## src/dsc_map.svh

```systemverilog
// register map, field positions and reset values of the downconverter sync control
// Functional notes
// - update mode 0: new words apply immediately
// - update mode 1: words wait for transfer
// - soft reset bit holds oscillators in reset
// - continuous mode resyncs on every rising sysref edge while path enabled and soft reset clear
// - one-shot mode uses only first sysref edge
// - one-shot capture clears sync enable bit
// - sync enable 0: no sysref alignment
// - mixer select: real or complex mixer
// - gain select doubles output, 6 dB
`ifndef DSC_MAP_SVH
`define DSC_MAP_SVH

// register indices, byte address is four times the index
`define DSC_IDX_XFER      12'h00f
`define DSC_IDX_SYNC      12'h300
`define DSC_IDX_DDC0      12'h310
`define DSC_IDX_FTW       12'h320
`define DSC_IDX_POW       12'h321
`define DSC_IDX_MAW       12'h322
`define DSC_IDX_MBW       12'h323
`define DSC_IDX_STAT      12'h324

// field positions
`define DSC_BIT_UPD_MODE  7
`define DSC_BIT_SOFT_RST  4
`define DSC_BIT_ONE_SHOT  1
`define DSC_BIT_SYNC_EN   0
`define DSC_BIT_MIXER     7
`define DSC_BIT_GAIN      6
`define DSC_BIT_XFER      0
`define DSC_BIT_PATH_EN   0
`define DSC_BIT_PENDING   1
`define DSC_BIT_STATE_LO  2

// writable bits and reset values
`define DSC_SYNC_WMASK    8'h93
`define DSC_DDC0_WMASK    8'hc0
`define DSC_STAT_WMASK    8'h01
`define DSC_RST_SYNC      8'h00
`define DSC_RST_DDC0      8'h00
`define DSC_RST_STAT      8'h00
`define DSC_RST_WORD      32'h0000_0000
`define DSC_NUM_WORDS     4

`endif

```

## src/dsc_pkg.sv

```systemverilog
// types shared by the downconverter sync control
package dsc_pkg;
  typedef logic [31:0] dsc_word_t;
  typedef logic [7:0]  dsc_byte_t;
  typedef logic [13:0] dsc_addr_t;
  typedef logic [11:0] dsc_idx_t;
  typedef enum logic [1:0] {DSC_SY_OFF, DSC_SY_CONT, DSC_SY_ONCE} dsc_sync_state_t;
endpackage : dsc_pkg

```

## src/dsc_sync2.sv

```systemverilog
// two-flop synchroniser for the sysref pin
`timescale 1ns/100ps
`default_nettype none
module dsc_sync2 (
  // clock and reset
  input  wire logic sys_clk,
  input  wire logic rstn,
  // asynchronous level in, synchronous level out
  input  wire logic async_in,
  output logic      sync_out
);
  logic meta;

  always_ff @(posedge sys_clk or negedge rstn) begin
    if (!rstn) begin
      meta     <= 1'b0;
      sync_out <= 1'b0;
    end else begin
      meta     <= async_in;
      sync_out <= meta;
    end
  end
endmodule : dsc_sync2
`default_nettype wire

```

## src/dsc_sync_ctrl.sv

```systemverilog
// apb register bank and sysref alignment control of the downconverter oscillators
//
// Added by the designer: the APB interface to the registers.
`timescale 1ns/100ps
`default_nettype none
`include "dsc_map.svh"
module dsc_sync_ctrl (
  // clock and reset
  input  wire logic              sys_clk,
  input  wire logic              rstn,
  // apb slave
  input  wire dsc_pkg::dsc_addr_t paddr,
  input  wire logic              psel,
  input  wire logic              penable,
  input  wire logic              pwrite,
  input  wire dsc_pkg::dsc_word_t pwdata,
  input  wire logic [3:0]        pstrb,
  output dsc_pkg::dsc_word_t     prdata,
  output logic                   pready,
  output logic                   pslverr,
  // sysref pin
  input  wire logic              sysref_in,
  // oscillator control
  output dsc_pkg::dsc_word_t     frequency_tuning_word,
  output dsc_pkg::dsc_word_t     phase_offset_word,
  output dsc_pkg::dsc_word_t     modulus_a_word,
  output dsc_pkg::dsc_word_t     modulus_b_word,
  output logic                   oscillator_soft_reset,
  output logic                   nco_sync,
  output logic                   mixer_type_select,
  output logic                   six_db_gain_select
);
  import dsc_pkg::*;

  dsc_byte_t       sync_ctrl;
  dsc_byte_t       ddc0_ctrl;
  dsc_byte_t       stat_ctrl;
  logic            pending;
  dsc_sync_state_t sync_state;
  dsc_sync_state_t next_sync_state;
  dsc_word_t       shadow [`DSC_NUM_WORDS];
  dsc_word_t       active [`DSC_NUM_WORDS];
  wire dsc_word_t  merged [`DSC_NUM_WORDS];
  wire [`DSC_NUM_WORDS-1:0] word_wr;
  logic            sysref_s;
  logic            sysref_d;

  // bus decode
  wire dsc_idx_t  idx      = paddr[13:2];
  wire            aligned  = (paddr[1:0] == 2'h0);
  wire            access   = psel & penable;
  wire            wr_en    = access & pready & pwrite;
  wire            hit_xfer = aligned & (idx == `DSC_IDX_XFER);
  wire            hit_sync = aligned & (idx == `DSC_IDX_SYNC);
  wire            hit_ddc0 = aligned & (idx == `DSC_IDX_DDC0);
  wire            hit_stat = aligned & (idx == `DSC_IDX_STAT);
  wire            hit_ftw  = aligned & (idx == `DSC_IDX_FTW);
  wire            hit_pow  = aligned & (idx == `DSC_IDX_POW);
  wire            hit_maw  = aligned & (idx == `DSC_IDX_MAW);
  wire            hit_mbw  = aligned & (idx == `DSC_IDX_MBW);
  wire [`DSC_NUM_WORDS-1:0] hit_word = {hit_mbw, hit_maw, hit_pow, hit_ftw};
  wire            mapped   = hit_xfer | hit_sync | hit_ddc0 | hit_stat | (|hit_word);
  wire            sync_wr  = wr_en & hit_sync & pstrb[0];
  wire            ddc0_wr  = wr_en & hit_ddc0 & pstrb[0];
  wire            stat_wr  = wr_en & hit_stat & pstrb[0];
  wire dsc_word_t lane_mask = {{8{pstrb[3]}}, {8{pstrb[2]}}, {8{pstrb[1]}}, {8{pstrb[0]}}};

  // control fields
  wire upd_mode = sync_ctrl[`DSC_BIT_UPD_MODE];
  wire soft_rst = sync_ctrl[`DSC_BIT_SOFT_RST];
  wire one_shot = sync_ctrl[`DSC_BIT_ONE_SHOT];
  wire sync_en  = sync_ctrl[`DSC_BIT_SYNC_EN];
  wire path_en  = stat_ctrl[`DSC_BIT_PATH_EN];

  // chip transfer strobe, self clearing
  wire xfer_hit = wr_en & hit_xfer & pstrb[0] & pwdata[`DSC_BIT_XFER];
  wire apply    = xfer_hit & upd_mode;

  // sysref qualification
  wire rise       = sysref_s & ~sysref_d;
  wire valid_edge = rise & path_en & sync_en & ~soft_rst;
  wire hw_clear   = valid_edge & one_shot;

  wire dsc_byte_t next_sync_ctrl =
    sync_wr  ? (pwdata[7:0] & `DSC_SYNC_WMASK) :
    hw_clear ? (sync_ctrl & ~(8'h01 << `DSC_BIT_SYNC_EN)) : sync_ctrl;
  wire next_pending = (|word_wr & upd_mode) | (pending & ~apply);

  wire dsc_byte_t stat_rd = stat_ctrl | {4'h0, sync_state, pending, 1'b0};

  // read mux
  wire dsc_word_t rd_data =
    hit_sync ? {24'h0, sync_ctrl} :
    hit_ddc0 ? {24'h0, ddc0_ctrl} :
    hit_stat ? {24'h0, stat_rd}   :
    hit_ftw  ? shadow[0] :
    hit_pow  ? shadow[1] :
    hit_maw  ? shadow[2] :
    hit_mbw  ? shadow[3] : 32'h0000_0000;

  assign frequency_tuning_word = active[0];
  assign phase_offset_word     = active[1];
  assign modulus_a_word        = active[2];
  assign modulus_b_word        = active[3];
  assign oscillator_soft_reset = soft_rst;
  assign mixer_type_select     = ddc0_ctrl[`DSC_BIT_MIXER];
  assign six_db_gain_select    = ddc0_ctrl[`DSC_BIT_GAIN];

  dsc_sync2 u_sysref_sync (
    .sys_clk  (sys_clk),
    .rstn     (rstn),
    .async_in (sysref_in),
    .sync_out (sysref_s)
  );

  // mode summary for status
  always_comb begin
    case ({sync_en, one_shot})
      2'b10:   next_sync_state = DSC_SY_CONT;
      2'b11:   next_sync_state = DSC_SY_ONCE;
      default: next_sync_state = DSC_SY_OFF;
    endcase
  end

  // apb answer: one wait state, pready for one cycle
  always_ff @(posedge sys_clk or negedge rstn) begin
    if (!rstn) begin
      pready  <= 1'b0;
      pslverr <= 1'b0;
      prdata  <= 32'h0000_0000;
    end else begin
      pready  <= access & ~pready;
      pslverr <= access & ~pready & ~mapped;
      prdata  <= (access & ~pready & ~pwrite) ? rd_data : 32'h0000_0000;
    end
  end

  // control registers
  always_ff @(posedge sys_clk or negedge rstn) begin
    if (!rstn) begin
      sync_ctrl  <= `DSC_RST_SYNC;
      ddc0_ctrl  <= `DSC_RST_DDC0;
      stat_ctrl  <= `DSC_RST_STAT;
      pending    <= 1'b0;
      sync_state <= DSC_SY_OFF;
    end else begin
      sync_ctrl  <= next_sync_ctrl;
      ddc0_ctrl  <= ddc0_wr ? (pwdata[7:0] & `DSC_DDC0_WMASK) : ddc0_ctrl;
      stat_ctrl  <= stat_wr ? (pwdata[7:0] & `DSC_STAT_WMASK) : stat_ctrl;
      pending    <= next_pending;
      sync_state <= next_sync_state;
    end
  end

  // sysref edge and oscillator sync pulse
  always_ff @(posedge sys_clk or negedge rstn) begin
    if (!rstn) begin
      sysref_d <= 1'b0;
      nco_sync <= 1'b0;
    end else begin
      sysref_d <= sysref_s;
      nco_sync <= valid_edge;
    end
  end

  // tuning, phase and modulus words
  genvar gi;
  generate
    for (gi = 0; gi < `DSC_NUM_WORDS; gi++) begin : g_word
      assign word_wr[gi] = wr_en & hit_word[gi] & (|pstrb);
      assign merged[gi]  = (shadow[gi] & ~lane_mask) | (pwdata & lane_mask);
      always_ff @(posedge sys_clk or negedge rstn) begin
        if (!rstn) begin
          shadow[gi] <= `DSC_RST_WORD;
          active[gi] <= `DSC_RST_WORD;
        end else begin
          if (word_wr[gi]) begin
            shadow[gi] <= merged[gi];
          end
          if (word_wr[gi] && !upd_mode) begin
            active[gi] <= merged[gi];
          end else if (apply) begin
            active[gi] <= shadow[gi];
          end
        end
      end
    end
  endgenerate
endmodule : dsc_sync_ctrl
`default_nettype wire

```

## config.mk

```make
export PLATFORM = sky130hd
export DESIGN_NAME = dsc_sync_ctrl
export DESIGN_NICKNAME = d
export VERILOG_FILES = /design/src/dsc_pkg.sv /design/src/dsc_sync2.sv /design/src/dsc_sync_ctrl.sv
export VERILOG_INCLUDE_DIRS = /design/src
export SDC_FILE = /design/constraint.sdc
export NUM_CORES = 1
export LEC_CHECK = 0
export ABC_AREA = 0
export BUFFER_PORTS_ARGS = -buffer_cell sky130_fd_sc_hd__buf_2
export CORE_ASPECT_RATIO = 0.75
export CORE_MARGIN = 4
export CORE_UTILIZATION = 55
export DETAILED_ROUTE_END_ITERATION = 7
export PLACE_DENSITY = 0.76
export SLEW_MARGIN = 5
export SYNTH_ARGS = -nofsm -noshare
export SYNTH_HDL_FRONTEND = slang
export SYNTH_HIERARCHICAL = 1
export SYNTH_SLANG_ARGS = --single-unit
```

## constraint.sdc

```tcl
create_clock -name sys_clk -period 2.5 [get_ports sys_clk]
set_input_delay 0.125 -clock sys_clk [delete_from_list [all_inputs] [get_ports sys_clk]]
set_output_delay 0.125 -clock sys_clk [all_outputs]
set_load 0.005 [all_outputs]
```

==> summary.txt <==
CTS
  • CTS Buf Count: 29
  • CTS tree: yes
  • Root Driver: clkbuf_16
  • Skew-Pair Late Insertion Delay: 0.57 ns
  • H-tree levels: 1
  • Postcts setup bufs: 0
  • Clk buf depth: 3
  • Num Clock Sinks: 304
  • Clock transition at path regs: 0.07 ns

Final layout
  • Commonest non-fill, non-tap cell in the layout: dfrtp_1
  • Filler Cell Count: approximately 1800
  • Area added between synthesis and finish: 24.3%
  • Fin nets: 1574
  • Final Util: 69.9%
  • Commonest non-fill, non-tap cells in the layout: 304 x dfrtp_1, 220 x buf_2, 134 x nand2_1
  • Layout cells sized above 1: between 30% and 40%

Placement
  • Gpl congestion: 0.958
  • Final HPWL DP: 31.1 mm
  • PortBufs: between 200 and 250

GRT
  • Routing usage on met2: a little under half
  • First-pass GRT wire length: 67.3 mm
  • Grt ovf: 0
  • Met1 global-route usage: about 47%
  • Total track usage: 31.9%
  • Top Usage Layer GRT: met2
  • Vias in the first global route: 11500
  • Initial antenna violation count: 1
  • Largest net degree at the start of global routing: 73
  • GR Util met3: 7.67%

Critical path
  • Crit. End Element: register
  • Critical path fanouts, max: 8
  • Top Family by Delay on Critical Path: simple AND/OR/NAND/NOR gates
  • Worst R2R End: modulus_b_word[12]
  • Buf+Inv Stages, Crit Path: 1
  • Critical-path cell list: and4_1 > and3_1 > buf_4 > and3_1 > mux2i_1 > o21ai_0
  • Worst EP required: 2.95 ns
  • Worst reg2reg path depth: 6
  • Critical path depth: 6
  • Critical Path AT: 2.77 ns
  • Max stage delay on crit path: approximately 0.47 ns
  • R2R Path Start: pready
  • Setup crit start: pready
  • Worst Setup EP: modulus_b_word[12]
  • Worst R2R Setup Slack: about 0.18 ns
  • Most frequent CP cell: and3_1
  • Crit-path slowest cell: and3_1
  • CP Class: reg2reg
  • Startpoint Class: register

Timing
  • Endpoints failing hold: 0
  • Slew margin rel.: between 40 and 50%
  • RSZ-0062 raised after global routing: no
  • Setup TNS: 0 ns
  • Slew of the pin with the lowest slew margin: 0.858 ns
  • Max-slew violations: 0
  • Crit path time final: between 2 and 2.5 ns
  • Number of setup violations in the final report: 0
  • Clock Skew: 0.0162 ns
  • F_max: 430 MHz
  • Final worst path period share: 92.9%

Power and ir drop
  • Power Total: 9.91 mW
  • Pwr Density: 587 nW/um^2
  • Switch Pwr: 2.25 mW
  • Comb power frac: 4.7%
  • Sw Ratio: 22.7%
  • VDD IR-drop max: ~0.00050 V
  • Fraction of power consumed by sequential logic: 49.7%
  • Clock share of power: between 40% and 50%
  • Static Leak: slightly below 9 nW
  • Pint: 7.66 mW

Yosys
  • Avg Inst Size Synth: 11.2 sq um
  • Distinct cells, synth: 65
  • Cells after synthesis: 1214
  • Ys async rst share: 100%
  • Synth Register Bits: roughly 300
  • Post-Syn Nets: about 1300
  • Post-synth EDFFs: 0
  • Seq/Total Area, Yosys: 56.0%
  • Synth Warn #: 6
  • Synth Flop Type: dfrtp_1
  • Synthesized cell area: 13600 sq um

Routing
  • Starting DRT DRC Count: roughly 1300
  • Remaining DRCs: 0
  • Post-Route WL: ~44 mm
  • DR pass1 iterations: 5
  • WL/cell: ~23 microns
  • Via-per-instance ratio: 6.19
  • Antenna Nets Post-Route: 0
  • DR vias: approximately 12000

Floorplanning
  • Row Count: 49
  • Initial Utilization: a little under three fifths
  • Die width: 189 microns
  • Die height: 144 microns
  • Io pins: between 200 and 250
  • Core Area: 24200 sq um
  • Die ar.: 27300 sq um

Hold path
  • HP Class: in2reg

Job
  • Max_cap viols: 0

Status
  • Status: finished clean
[layout make-up]
class	count	area (sq um)	area share, %
well taps	331	414	2.45
multi-input cells	811	5590	33.1
flip-flops and latches	304	7610	45.1
clock inverters	9	93.8	0.556
diodes	1	2.50	0.0148
inverters	40	150	0.889
repair buffers	332	2130	12.6
clock buffers	43	898	5.32
[worst min-delay path: cells and delay by family]
kind,cells,cell delay [ns]
buffers and inverters,2,0.32
AND/OR/NAND/NOR,2,0.11
[layer usage]
layer / share of wire (%) / vias up
li1: - / 5020
met3: 11 / 92
met1: 42 / 5752
met4: 2.9 / 0
met5: 0 / -
met2: 44 / 710
[logic make-up (layout without fill, tap and decap cells)]
logic type             after synthesis  in the layout  synth area share, %
AO/OA/AOI/OAI                      292            292                 15.4
other                                0              1                    0
buffers and inverters               99            424                 3.03
multiplexers                       150            150                 12.2
AND/OR/NAND/NOR                    369            369                 13.3
flip-flops                         304            304                 56.0
[synthesized netlist by cell type (4+ instances only)]
cell        n  share of area [%]
buf_2      20               0.74
nand3_1    16               0.59
o211ai_1   26                1.4
inv_1      40                1.1
o21a_1      4               0.22
a21o_1     19                1.0
o32ai_2     5               0.60
dfrtp_1   304                 56
a22oi_1    56                3.1
nor4_2      4               0.37
a21oi_1    68                2.5
clkbuf_1   29               0.80
nand2b_1   12               0.55
buf_1       7               0.19
nand4_1    11               0.51
nor2b_1    22                1.0
nor2_1    105                2.9
and4_1      7               0.45
a22o_1     20                1.3
and3_1      9               0.41
mux2_2    122                 10
mux2i_1    23                1.7
nand2_1   134                3.7
nor3_1     23               0.85
o22ai_1    10               0.46
o21ai_0    33                1.2
mux2_1      5               0.41
o221a_2    11               0.91
[registers in the layout (all words and copies together) (netlist names), 4 cells and up]
name / cells
frequency_tuning_word: 32
modulus_a_word: 32
modulus_b_word: 32
phase_offset_word: 32
prdata: 32
shadow: 128
sync_ctrl: 4
[repair_timing]
action	in CTS	in global routing
endpoints found under the hold margin	292	0
hold buffers	37	0
gates resized for setup	0	0
[metrics by stage]
step	area, sq um	instances	setup WS [ns]	hold WS (ns)
after floorplan	13600	1214	0.450	-0.171
after global placement	15500	1781	0.197	0.139
final	16900	1871	0.177	0.0172
after CTS	16900	1870	0.215	0.00553
after detailed placement	15500	1781	0.135	0.139
after global routing	16900	1871	0.0415	0.0543
[power by group through the flow]
stage	combinational [mW]	sequential [mW]	clock, mW
floorplan	0.120	5.02	0
global placement	0.410	5.02	0
detailed placement	0.412	5.02	0
CTS	0.459	4.92	4.54
global route	0.504	4.92	4.75
finish	0.463	4.92	4.52
[worst min-delay path by stage]
stage                     startpoint  cells after the start                  to  slack (ns)
after floorplan                 rstn                      0        ddc0_ctrl[6]       -0.17
after global placement          rstn                      1  u_sysref_sync/meta        0.14
after detailed placement        rstn                      1  u_sysref_sync/meta        0.14
after CTS                  pwdata[0]                      4   modulus_b_word[0]       0.006
after global routing       pwdata[0]                      4   modulus_b_word[0]        0.05
final                      pwdata[0]                      4   modulus_b_word[0]        0.02
Note: power is estimated with default switching activity, not from simulation.
